===== src/logic/bio_pkg.sv =====
// package for the jump / increment / or-immediate execution block
// assumes a single clock, four phases per instruction cycle
package bio_pkg;
    localparam int unsigned InstrW = 14;
    localparam int unsigned DataW = 8;
    localparam int unsigned FileAddrW = 7;
    localparam int unsigned PcW = 13;
    localparam int unsigned JumpLitW = 11;
    // opcode prefixes
    localparam logic [2:0] OpJumpAbs = 3'h5;
    localparam logic [5:0] OpIncReg = 6'h0a;
    localparam logic [5:0] OpIncSkip = 6'h0f;
    localparam logic [5:0] OpOrImm = 6'h38;
    // field positions
    localparam int unsigned DestBit = 7;
    localparam int unsigned LatchLoBit = 3;
    localparam int unsigned JumpOpLo = 11;
    localparam int unsigned RegOpLo = 8;
    // reset values
    localparam logic [PcW-1:0] PcReset = 13'h0000;
    localparam logic [DataW-1:0] AccumReset = 8'h00;
    localparam logic ZeroReset = 1'b0;
    localparam logic [1:0] PhaseReset = 2'h0;

    typedef enum logic [1:0] {PhOne, PhTwo, PhThree, PhFour} bio_phase_e;

    typedef struct packed {
        logic wrEn;
        logic [FileAddrW-1:0] addr;
        logic [DataW-1:0] data;
    } bio_file_wr_s;
endpackage


===== src/logic/bio_core.sv =====
// execution core for jump_absolute, increment_register, increment_skip_on_zero,
// or_immediate_accum; assumes an external program memory and file register array
// that answer combinationally on the same clock.
// Function
// - jump loads 11-bit literal into program counter bits 10..0
// - jump fills pc bits 12..11 from latch bits 4..3, flags unchanged
// - jump takes two cycles, second cycle does nothing
// - increment adds one to file register, target bit picks accumulator or file
// - increment wraps, sets zero flag from result, one cycle
// - register ops: decode, read, process, write across the four phases
// - increment skip: zero result inserts a no-operation cycle, else one cycle
// - or-immediate ors accumulator with 8-bit literal into accumulator
// - or-immediate takes one cycle and updates zero flag
// - or-immediate: decode, read literal, process, write accumulator per phase
module bio_core
    import bio_pkg::*;
(
    input wire logic clk_sys,
    input wire logic reset_n,
    input wire logic [InstrW-1:0] instrWord,
    input wire logic [DataW-1:0] fileRdData,
    input wire logic [DataW-1:0] upperBranchLatch,
    output logic [PcW-1:0] progCounter,
    output logic [FileAddrW-1:0] fileRdAddr,
    output bio_file_wr_s fileWr,
    output logic [DataW-1:0] accum,
    output logic zeroFlag,
    output logic [1:0] clockPhase,
    output logic flushCycle
);
    bio_phase_e phase_q, phase_d;
    logic [InstrW-1:0] ir_q;
    logic [DataW-1:0] operand_q;
    logic [DataW-1:0] result_q;
    logic [PcW-1:0] pc_q;
    logic [DataW-1:0] accum_q;
    logic zero_q;
    logic flush_q;
    logic [FileAddrW-1:0] rdAddr_q;
    bio_file_wr_s fileWr_q;

    // one wire per phase keeps the per-phase processes short
    wire phaseOne = phase_q == PhOne;
    wire phaseTwo = phase_q == PhTwo;
    wire phaseThree = phase_q == PhThree;
    wire phaseFour = phase_q == PhFour;

    // decode from the latched instruction
    wire [2:0] jumpOp = ir_q[InstrW-1:JumpOpLo];
    wire [5:0] regOp = ir_q[InstrW-1:RegOpLo];
    wire isJump = jumpOp == OpJumpAbs;
    wire isInc = regOp == OpIncReg;
    wire isIncSkip = regOp == OpIncSkip;
    wire isOrImm = regOp == OpOrImm;
    wire isIncAny = isInc || isIncSkip;
    wire destFile = ir_q[DestBit];
    wire [DataW-1:0] litByte = ir_q[DataW-1:0];

    // operand and result selection
    wire [FileAddrW-1:0] fAddr = instrWord[FileAddrW-1:0];
    wire [DataW-1:0] operandNext = isOrImm ? litByte : fileRdData;
    wire [DataW-1:0] incSum = DataW'(operand_q + 8'h01);
    wire [DataW-1:0] orRes = accum_q | operand_q;
    wire [DataW-1:0] resultNext = isOrImm ? orRes : incSum;
    wire resZero = result_q == 8'h00;

    // program counter: the jump target replaces the plain step
    wire [PcW-1:0] jumpTarget = {upperBranchLatch[LatchLoBit+1:LatchLoBit],
        ir_q[JumpLitW-1:0]};
    wire [PcW-1:0] pcStep = PcW'(pc_q + 13'h0001);

    // write strobes; all gated by active so a discarded word changes nothing
    wire active = !flush_q;
    wire doSkip = active && isIncSkip && resZero;
    wire accWrEn = active && ((isIncAny && !destFile) || isOrImm);
    wire zeroWrEn = active && (isInc || isOrImm);
    wire fileWrEn = active && isIncAny && destFile;
    wire flushNext = active && (isJump || doSkip);
    wire pcLoad = active && isJump;
    wire [PcW-1:0] pcNext = pcLoad ? jumpTarget : pcStep;

    always_comb
    begin
        unique case (phase_q)
            PhOne: phase_d = PhTwo;
            PhTwo: phase_d = PhThree;
            PhThree: phase_d = PhFour;
            PhFour: phase_d = PhOne;
        endcase
    end

    always_ff @(posedge clk_sys)
    begin
        if (!reset_n)
            phase_q <= bio_phase_e'(PhaseReset);
        else
            phase_q <= phase_d;
    end

    // phase one: latch the fetched word
    always_ff @(posedge clk_sys)
    begin
        if (!reset_n)
            ir_q <= '0;
        else if (phaseOne)
            ir_q <= instrWord;
    end

    // address leaves in phase one so it stands through phase two, when data is taken
    always_ff @(posedge clk_sys)
    begin
        if (!reset_n)
            rdAddr_q <= '0;
        else if (phaseOne)
            rdAddr_q <= fAddr;
    end

    // phase two: read file register or literal
    always_ff @(posedge clk_sys)
    begin
        if (!reset_n)
            operand_q <= AccumReset;
        else if (phaseTwo)
            operand_q <= operandNext;
    end

    // phase three: process
    always_ff @(posedge clk_sys)
    begin
        if (!reset_n)
            result_q <= AccumReset;
        else if (phaseThree)
            result_q <= resultNext;
    end

    // phase four: write back; a flushed cycle writes nothing
    always_ff @(posedge clk_sys)
    begin
        if (!reset_n)
            accum_q <= AccumReset;
        else if (phaseFour && accWrEn)
            accum_q <= result_q;
    end

    always_ff @(posedge clk_sys)
    begin
        if (!reset_n)
            zero_q <= ZeroReset;
        else if (phaseFour && zeroWrEn)
            zero_q <= resZero;
    end

    // the write strobe lasts one clock, in the phase one that follows
    always_ff @(posedge clk_sys)
    begin
        if (!reset_n)
            fileWr_q <= '0;
        else if (phaseFour)
        begin
            fileWr_q.wrEn <= fileWrEn;
            fileWr_q.addr <= rdAddr_q;
            fileWr_q.data <= result_q;
        end
        else
            fileWr_q.wrEn <= 1'b0;
    end

    // jump and taken skip discard the prefetched word; the fetcher watches flushCycle
    always_ff @(posedge clk_sys)
    begin
        if (!reset_n)
            flush_q <= 1'b0;
        else if (phaseFour)
            flush_q <= flushNext;
    end

    always_ff @(posedge clk_sys)
    begin
        if (!reset_n)
            pc_q <= PcReset;
        else if (phaseFour)
            pc_q <= pcNext;
    end

    assign progCounter = pc_q;
    assign fileRdAddr = rdAddr_q;
    assign fileWr = fileWr_q;
    assign accum = accum_q;
    assign zeroFlag = zero_q;
    assign clockPhase = phase_q;
    assign flushCycle = flush_q;

    // all checks sample at the rising edge and rest while reset is low
    AST_JUMP_PC: assert property (
        @(posedge clk_sys) disable iff (!reset_n)
        phaseFour && pcLoad |=> pc_q == $past(jumpTarget))
        else $error("jump target not loaded");

    AST_JUMP_FLAGS: assert property (
        @(posedge clk_sys) disable iff (!reset_n)
        phaseFour && isJump |=> $stable(zero_q) && $stable(accum_q))
        else $error("jump changed state");

    AST_JUMP_FLUSH: assert property (
        @(posedge clk_sys) disable iff (!reset_n)
        phaseFour && pcLoad |=> flush_q [*4])
        else $error("jump second cycle missing");

    AST_JUMP_NO_WRITE: assert property (
        @(posedge clk_sys) disable iff (!reset_n)
        phaseFour && isJump |=> !fileWr_q.wrEn)
        else $error("jump wrote a file register");

    AST_PC_HOLD: assert property (
        @(posedge clk_sys) disable iff (!reset_n)
        !phaseFour |=> $stable(pc_q))
        else $error("program counter moved outside phase four");

    AST_INC_ACC: assert property (
        @(posedge clk_sys) disable iff (!reset_n)
        phaseFour && active && isInc && !destFile
        |=> accum_q == $past(result_q) && !fileWr_q.wrEn)
        else $error("increment to accumulator wrong");

    AST_INC_FILE: assert property (
        @(posedge clk_sys) disable iff (!reset_n)
        phaseFour && active && isInc && destFile
        |=> fileWr_q.wrEn && fileWr_q.addr == $past(rdAddr_q)
            && fileWr_q.data == $past(result_q) && $stable(accum_q))
        else $error("increment to file register wrong");

    AST_WR_PULSE: assert property (
        @(posedge clk_sys) disable iff (!reset_n)
        fileWr_q.wrEn |=> !fileWr_q.wrEn)
        else $error("file write strobe longer than one clock");

    AST_INC_ZERO: assert property (
        @(posedge clk_sys) disable iff (!reset_n)
        phaseFour && active && isInc |=> zero_q == ($past(result_q) == 8'h00))
        else $error("increment zero flag wrong");

    AST_INC_WRAP: assert property (
        @(posedge clk_sys) disable iff (!reset_n)
        phaseThree && isIncAny && operand_q == 8'hff |=> result_q == 8'h00)
        else $error("increment did not wrap");

    AST_INC_ONE_CYCLE: assert property (
        @(posedge clk_sys) disable iff (!reset_n)
        phaseFour && active && isInc |=> !flush_q)
        else $error("increment took a second cycle");

    AST_PHASE_ORDER: assert property (
        @(posedge clk_sys) disable iff (!reset_n)
        phaseOne |=> phaseTwo ##1 phaseThree ##1 phaseFour)
        else $error("phase order broken");

    AST_OPERAND_FILE: assert property (
        @(posedge clk_sys) disable iff (!reset_n)
        phaseTwo && !isOrImm |=> operand_q == $past(fileRdData))
        else $error("file register not read in phase two");

    AST_WRITE_PHASE: assert property (
        @(posedge clk_sys) disable iff (!reset_n)
        !phaseFour |=> $stable(accum_q) && $stable(zero_q))
        else $error("destination written outside phase four");

    AST_SKIP_FLAGS: assert property (
        @(posedge clk_sys) disable iff (!reset_n)
        phaseFour && isIncSkip |=> $stable(zero_q))
        else $error("skip changed zero flag");

    AST_SKIP_DEST: assert property (
        @(posedge clk_sys) disable iff (!reset_n)
        phaseFour && active && isIncSkip && destFile
        |=> fileWr_q.wrEn && fileWr_q.data == $past(result_q))
        else $error("skip to file register wrong");

    AST_SKIP_ACC: assert property (
        @(posedge clk_sys) disable iff (!reset_n)
        phaseFour && active && isIncSkip && !destFile
        |=> accum_q == $past(result_q) && !fileWr_q.wrEn)
        else $error("skip to accumulator wrong");

    AST_SKIP_TAKEN: assert property (
        @(posedge clk_sys) disable iff (!reset_n)
        phaseFour && active && isIncSkip |=> flush_q == $past(resZero))
        else $error("skip decision wrong");

    AST_PC_STEP: assert property (
        @(posedge clk_sys) disable iff (!reset_n)
        phaseFour && !pcLoad |=> pc_q == $past(pc_q) + 13'h0001)
        else $error("program counter did not step");

    AST_OR_RESULT: assert property (
        @(posedge clk_sys) disable iff (!reset_n)
        phaseFour && active && isOrImm
        |=> accum_q == $past(result_q) && zero_q == ($past(result_q) == 8'h00))
        else $error("or immediate result wrong");

    AST_OR_ONE_CYCLE: assert property (
        @(posedge clk_sys) disable iff (!reset_n)
        phaseFour && active && isOrImm |=> !flush_q)
        else $error("or immediate took a second cycle");

    AST_OR_LITERAL: assert property (
        @(posedge clk_sys) disable iff (!reset_n)
        phaseTwo && isOrImm |=> operand_q == $past(ir_q[DataW-1:0]))
        else $error("literal not read");

    AST_OR_NO_FILE: assert property (
        @(posedge clk_sys) disable iff (!reset_n)
        phaseFour && isOrImm |=> !fileWr_q.wrEn)
        else $error("or immediate wrote a file register");

    AST_FLUSH_QUIET: assert property (
        @(posedge clk_sys) disable iff (!reset_n)
        phaseFour && flush_q
        |=> $stable(accum_q) && $stable(zero_q) && !fileWr_q.wrEn && !flush_q)
        else $error("flushed cycle changed state");
endmodule


===== config.mk =====
export PLATFORM = sky130hd
export DESIGN_NAME = bio_core
export DESIGN_NICKNAME = d
export VERILOG_FILES = /design/src/logic/bio_pkg.sv /design/src/logic/bio_core.sv
export SDC_FILE = /design/constraint.sdc
export NUM_CORES = 1
export LEC_CHECK = 0
export BUFFER_PORTS_ARGS = -buffer_cell sky130_fd_sc_hd__buf_2
export CAP_MARGIN = 20
export CORE_MARGIN = 2
export CORE_UTILIZATION = 57
export CTS_BUF_LIST = sky130_fd_sc_hd__clkbuf_8 sky130_fd_sc_hd__clkbuf_16
export CTS_CLUSTER_DIAMETER = 60
export DETAILED_ROUTE_END_ITERATION = 6
export HOLD_SLACK_MARGIN = 0.12
export PLACE_DENSITY = 0.83
export SETUP_SLACK_MARGIN = 0.5
export SYNTH_ARGS = -nofsm -noshare
export SYNTH_HDL_FRONTEND = slang
export SYNTH_SLANG_ARGS = --single-unit

===== constraint.sdc =====
create_clock -name clk_sys -period 3.35 [get_ports clk_sys]
set_input_delay 0.335 -clock clk_sys [delete_from_list [all_inputs] [get_ports clk_sys]]
set_output_delay 0.335 -clock clk_sys [all_outputs]
set_load 0.01 [all_outputs]

Word-level counts from Yosys, hierarchy flattened:

Index checks and enable logic that the tools add are counted.
Widths: inputs -> output; s select.

* input bits: 32
* logic and storage cells: 46
* flip-flop bits (word level): 78
* output and inout port bits: 48

* mux-type cells: 4
* bitwise gates (word level): 1
* add/subtract/negate cells: 2
* equal/unequal tests: 7
* reductions and logical operators: 20

Operators with widths (count)
* $mux 8: 2
* $add 13x1->13 const B: 1
* $mux 13: 1
* $eq 6x4->1 const B: 2
* $logic_and 1x1->1: 11
* $add 8x1->8 const B: 1
* $logic_not 8->1: 1
* $or 8x8->8: 1
* $pmux 2 s4: 1
* $eq 6x6->1 const B: 1
* $eq 2x2->1 const B: 2
* $logic_or 1x1->1: 4
* $eq 3x3->1 const B: 1
* $eq 2x1->1 const B: 1
* $logic_not 1->1: 2
* $logic_not 2->1: 1
* $reduce_and 2->1: 1

Depth between registers and ports, before layout:

Gate-level depths: netlist of the first run.

* depth in word-level cells: 6
* mapped depth: 6
* mapped depth without buffers: 5

Worst setup path before layout of the first run:

Ideal clock, no wire load.

* kind: reg2reg
* start point: register phase_q[0], in the netlist clockPhase[0]
* end point: register accum_q[0], in the netlist accum[0]
* arrival time: 1.628 ns
* setup slack: 1.650 ns
* stages on the path, launching flop included: 7
* buffers on the path: 1
* data required time: 3.278 ns
* setup time: 0.072 ns
* clock period less this slack: 1.700 ns
* path through: dfxtp_1 > ha_1 > buf_2 > nor2b_1 > nand2b_1 > o2bb2ai_4 > mux2i_1

* cells in the longest elaborated chain, start to end: 2

Ends and longest elaborated chain
* start: declaration: RTL line bio_core.sv:31 `bio_phase_e phase_q, phase_d;`
* start signal: assignment: RTL line bio_core.sv:95 `phase_q <= bio_phase_e'(PhaseReset);`
* start signal: assignment: RTL line bio_core.sv:97 `phase_q <= phase_d;`
* $eq 2x2->1: RTL line bio_core.sv:46 `wire phaseFour = phase_q == PhFour;`
* $logic_and 1x1->1: RTL line bio_core.sv:141 `else if (phaseFour && accWrEn)`
* end signal: assignment: RTL line bio_core.sv:140 `accum_q <= AccumReset;`
* end signal: assignment: RTL line bio_core.sv:142 `accum_q <= result_q;`
* end: declaration: RTL line bio_core.sv:36 `logic [DataW-1:0] accum_q;`

Every way passes these cells.
A chain may end at the register's enable or synchronous reset.

Worst setup path after layout of the first run:

* start point: register phase_q[0], in the netlist clockPhase[0]
* end point: register accum_q[5], in the netlist accum[5]

The elaborated chain is that of the path after synthesis.

==> impl_metrics.ini, run 1 <==
[finish]
n_fill_cell = 470
drive_above_1_share = 0.2207
final_util = 0.6957
n_antenna_cell = 0
final_nets = 478
area_growth_pct = 16.34

[synth]
synth_top_family_by_area = simple AND/OR/NAND/NOR gates
synthCells = 383
synthMuxAreaShare = 0.1164
async_flop_share = 0
ys.warnings.count = 0
syn_avg_cell_area_sq_um = 8.755
syn-num-nets = 422
synth_compound_gate_area_share = 0.1679
synth_xor_area_frac = 0.002612
ys_seq_area_frac = 0.4239
synthSimpleGateAreaFrac = 0.2060
yosysUniqueCellTypes = 55
synth_edf_count = 0
synth_ff_type = dfxtp_1
ys_seq_elements = 71
syn_area_sq_mm = 0.003353
synth-adder-area-share = 0.02612

[routing]
drc = 0
drt_iter0_markers = 196
drt-wirelength-per-cell_microns = 15.98
wirelength_microns = 8244
via_per_inst = 5.915
first_pass_iters = 5
postRouteAntennaNets = 0
vias = 3052

[clock_tree]
cts_hold_buf = 0
clk_latency_ns = 0.35
cts_resized = 0
cts_sinks = 71
cts_tree = done
numCtsBuffers = 9
clockBufferDepth = 2
post_cts_buffers = 0
root_buffer = clkbuf_8
htreeDepth = 3
clkTransAtPathRegs_ns = 0.08

[die]
std_cell_rows = 27
start_util = 0.5979
io_pins = 80
core_sq_mm = 0.005608
die_area_sq_mm = 0.006512
die_w_microns = 80.70
die_h_microns = 80.70

[outcome]
status = completed

[placed_design]
port_buffers = 73
dp_hpwl_microns = 5622
place_congestion = 0.8734

[worst_setup_path]
ff2ff_path_depth = 5
cp_max_fo = 8
worst_ep_arrival_time_ns = 2.14
crit_type = reg2reg
r2r_slack_ns = 1.49
cp-end-kind = flop
cp-start-kind = flop
required_ns = 3.63

[global_routing]
grt_pass1_wl_microns = 13440
grt_use_total = 0.2675
antenna_found_initial = 0
grt_max_degree = 42
grt_pass1_vias = 2781
gr-total-overflow = 0

[sta]
finalCriticalPeriod_ns = 1.856
tns_ns = 0
clock_skew_ns = 0.007138
slew_violations = 0
slew_headroom = 0.4007
hold_ws_ns = 0.2206
fmax_ghz = 0.5388
setup_violations = 0
fin_crit_sh = 0.5541
grt_setup_unrepaired = false
worst_slew_pin_slew_ns = 0.8989
finalHoldViolations = 0

[power]
ir_worst_vdd_uv = 438.4
power.density_mw_per_mm2 = 592.3
p_leak_nw = 1.662

[hold_path]
hold_path_class = in2reg
hold_path_depth = 3

[job]
max_cap_viol_count = 0
[stage by stage]
stage	power [mW]	cells	instance area [sq um]	setup slack, ns
floorplan	1.403	383	3353	1.650
detailed placement	1.535	500	3670	1.527
finish	2.311	516	3901	1.494
global route	2.405	516	3901	1.350
CTS	2.310	516	3901	1.530
global placement	1.507	500	3670	1.609
[cell usage in the layout, fill, tap and decap left out, drive strengths merged, types with 2 or more instances in the layout]
master	n
buf	76
dfxtp	71
nand2	52
nor2	44
mux2i	39
o21ai	20
a21oi	12
a31oi	11
clkbuf	11
a211oi	10
nand3	10
inv	10
o31ai	7
ha	7
or4	4
nand4	4
and2	4
nor4	3
o21a	3
o22ai	3
nor3	3
nand3b	3
nand4bb	2
and3	2
a311oi	2
nand2b	2
a22o	2
nor3b	2
nor2b	2
bufinv	2
and4bb	2
o2bb2ai	2
[worst max-delay path: stages, from the launching register on]
cell,delay (ns)
dfxtp_1,0.43
ha_1,0.19
nor2b_1,0.42
nand2b_1,0.17
o2bb2ai_4,0.34
mux2i_1,0.23
[layer usage]
layer  vias up  part of all wire  global-route usage
met1      1447              0.45              0.3476
met3        10             0.080             0.08202
met4         0             0.011             0.06610
met2       125              0.46              0.4358
met5         -                 0                   0
li1       1470                 -                   -
[cell type report]
type | count | area (sq um) | share of cell area
inverters | 8 | 30.03 | 0.007697
clock inverters | 5 | 80.08 | 0.02053
flip-flops and latches | 71 | 1421 | 0.3643
well taps | 72 | 90.09 | 0.02309
multi-input cells | 273 | 1740 | 0.4461
clock buffers | 11 | 151.4 | 0.03881
repair buffers | 76 | 387.9 | 0.09942
[final timing paths]
check	start	endpoint
setup / recovery	clockPhase[0]	accum[5]
hold / removal	instrWord[4]	ir_q[4]
setup reg to reg	clockPhase[0]	accum[5]
hold reg to reg	accum[4]	accum[4]
[logic make-up after synthesis]
logic type / after synthesis
adders and majority gates: 7
muxes: 39
buffers and inverters: 39
xor gates and xnor gates: 1
DFF: 71
and+or+nand+nor: 143
AOI/OAI and AO/OA: 83
[report_power, final]
part | switching [mW] | total [mW] | internal, mW
Sequential | 0.130 | 1.06 | 0.933
Combinational | 0.260 | 0.465 | 0.205
Clock | 0.324 | 0.784 | 0.460
[Yosys cell counts (2+ instances only)]
master,count,area (sq um)
a211oi_1,10,75.07
a21oi_1,12,60.06
a22o_1,2,17.52
a311oi_1,2,17.52
a31oi_1,11,68.82
and2_1,2,12.51
and3_1,2,12.51
buf_1,2,7.510
buf_2,6,30.03
buf_4,8,60.06
clkbuf_1,14,52.55
dfxtp_1,71,1421
ha_1,7,87.58
inv_1,8,30.03
mux2i_1,39,390.4
nand2_1,52,195.2
nand2b_1,2,12.51
nand3_1,10,50.05
nand3b_1,3,22.52
nand4_1,3,18.77
nand4bb_1,2,22.52
nor2_1,44,165.2
nor2b_1,2,12.51
nor3_1,3,15.01
nor3b_1,2,15.01
nor4_1,3,18.77
o21a_1,3,22.52
o21ai_0,20,100.1
o22ai_1,3,18.77
o31ai_1,7,52.55
or4_1,4,30.03
[state kept, by name, summed over array words and instances (netlist names)]
signal and count:
accum 8, clockPhase 2, fileWr 16, flushCycle 1
ir_q 14, operand_q 8, progCounter 13, result_q 8
zeroFlag 1
Power figures use the tool's default switching activity.
==> run 2: changes to the inputs <==
CORE_UTILIZATION = 53   (was 57)
PLACE_DENSITY = 0.78   (was 0.83)
clock period = 1.8 ns   (was 3.35 ns; I/O delays follow)
==> impl_metrics.ini, run 2 (same netlist as run 1, synthesis figures left out) <==
[outcome]
status = completed

[routing]
drt-wirelength-per-cell_microns = 16.61
drc = 0
drt_iter0_markers = 233
first_pass_iters = 5
wirelength_microns = 9534
vias = 3293
via_per_inst = 5.737
postRouteAntennaNets = 0

[finish]
area_growth_pct = 38.58
n_antenna_cell = 0
final_nets = 533
largest_reg_flops = 16
layout_common_cells = 73 x buf_2, 50 x nand2_1, 44 x dfxtp_1
drive_above_1_share = 0.3727
layout_commonest_cell = buf_2

[worst_setup_path]
worst_ep_arrival_time_ns = 1.77
required_ns = 2.07
path_cells = and4bb_4 > and2_4 > o2bb2ai_4 > buf_12 > mux2i_1
cp-start-kind = flop
critPathLaunch = ir_q[8]
cp-end-kind = flop
crit_slowest_cell = and4bb_4
cp_max_fo = 8
crit_type = reg2reg
ff2ff_path_depth = 5
critical_path.max_stage_delay_ns = 0.39
regToRegEndpoint = accum[1]
r2r-start = ir_q[8]
r2r_slack_ns = 0.30
crit_end = accum[1]

[global_routing]
grt_pass1_wl_microns = 14190
grt_pass1_vias = 2928
antenna_found_initial = 0
grt_max_degree = 42
grt_use_total = 0.2510
gr-total-overflow = 0

[sta]
finalCriticalPeriod_ns = 1.498
slew_headroom = 0.7049
grt_setup_unrepaired = true
tns_ns = 0
fin_crit_sh = 0.8325
fmax_ghz = 0.6674
worst_slew_pin_slew_ns = 0.4426
finalHoldViolations = 0
setup_violations = 0
slew_violations = 0
clock_skew_ns = 0.01261

[die]
die_area_sq_mm = 0.006979
std_cell_rows = 28
core_sq_mm = 0.006026
start_util = 0.5565
die_h_microns = 83.54
die_w_microns = 83.54
io_pins = 80

[power]
p_leak_nw = 1.990
power.density_mw_per_mm2 = 918.8
ir_worst_vdd_uv = 779.4
p_total_mw = 4.270

[clock_tree]
cts_tree = done
htreeDepth = 3
numCtsBuffers = 9
root_buffer = clkbuf_8
cts_sinks = 71
clockBufferDepth = 2
clk_latency_ns = 0.35
clkTransAtPathRegs_ns = 0.08

[placed_design]
port_buffers = 73
place_congestion = 0.8567
dp_hpwl_microns = 5550

[job]
max_cap_viol_count = 0

[hold_path]
worstHoldStart = upperBranchLatch[4]
hold_path_class = in2reg
run 2: cell count changes in the layout (fill, tap and decap cells not counted), sizes merged:
cell         change
dlygate4sd3     +22
buf             +33
clkinvlp         +1
clkinv           +2
bufinv           -2
clkbuf           -1
run 2: worst min path at each step:
stage,endpoint,cells after the start
5_1_grt,progCounter[12],4
3_3_place_gp,ir_q[5],3
4_1_cts,progCounter[11],4
2_1_floorplan,ir_q[12],2
3_5_place_dp,ir_q[13],3
6_report,progCounter[12],4
run 2: report_power, final:
| part | total, mW | leakage [nW] | internal (mW) | switching, mW |
|---|---|---|---|---|
| combinational | 1.11 | 1.31 | 0.545 | 0.566 |
| clock | 1.15 | 0.0899 | 0.533 | 0.621 |
| sequential | 2.00 | 0.594 | 1.76 | 0.250 |
run 2: layer usage:
metal,track usage,share of wire,vias up
li1,-,-,1584
met1,0.3216,0.43,1547
met2,0.4106,0.48,142
met3,0.06133,0.071,20
met4,0.09384,0.021,0
met5,0,0,-
run 2: metrics by stage:
step | area, sq um | utilization | setup WS (ns) | hold slack, ns | cells
final | 4647 | 0.7712 | 0.3015 | 0.1925 | 574
after global routing | 4647 | 0.7712 | 0.2828 | 0.2177 | 574
after CTS | 4447 | 0.7380 | 0.3528 | 0.1862 | 563
after detailed placement | 3811 | 0.6325 | 0.1970 | 0.4218 | 508
after global placement | 3811 | 0.6325 | 0.2511 | 0.4129 | 508
after floorplan | 3465 | - | 0.3624 | 0.3271 | 383
run 2: what timing repair did:
item,in CTS,in global routing
hold endpoints to repair,22,0
hold buffers,22,0
resized for setup,30,28
pin swaps,17,9
endpoints found under the setup margin,37,52
buffers inserted,17,11
run 2: cell type report:
type,instances,area [sq um]
Multi-Input combinational cell,273,1933
Fill cell,404,1379
Clock inverter,6,37.54
Clock buffer,10,137.6
Tap cell,75,93.84
Timing Repair Buffer,131,919.6
Sequential cell,71,1493
Inverter,8,32.53
run 2: worst max-delay path: cells and delay by family, from the launching register on:
family | cells | cell delay, ns
AND/OR/NAND/NOR | 2 | 0.61
flip-flops | 1 | 0.33
multiplexers | 1 | 0.20
buffers and inverters | 1 | 0.15
AO/OA/AOI/OAI | 1 | 0.13
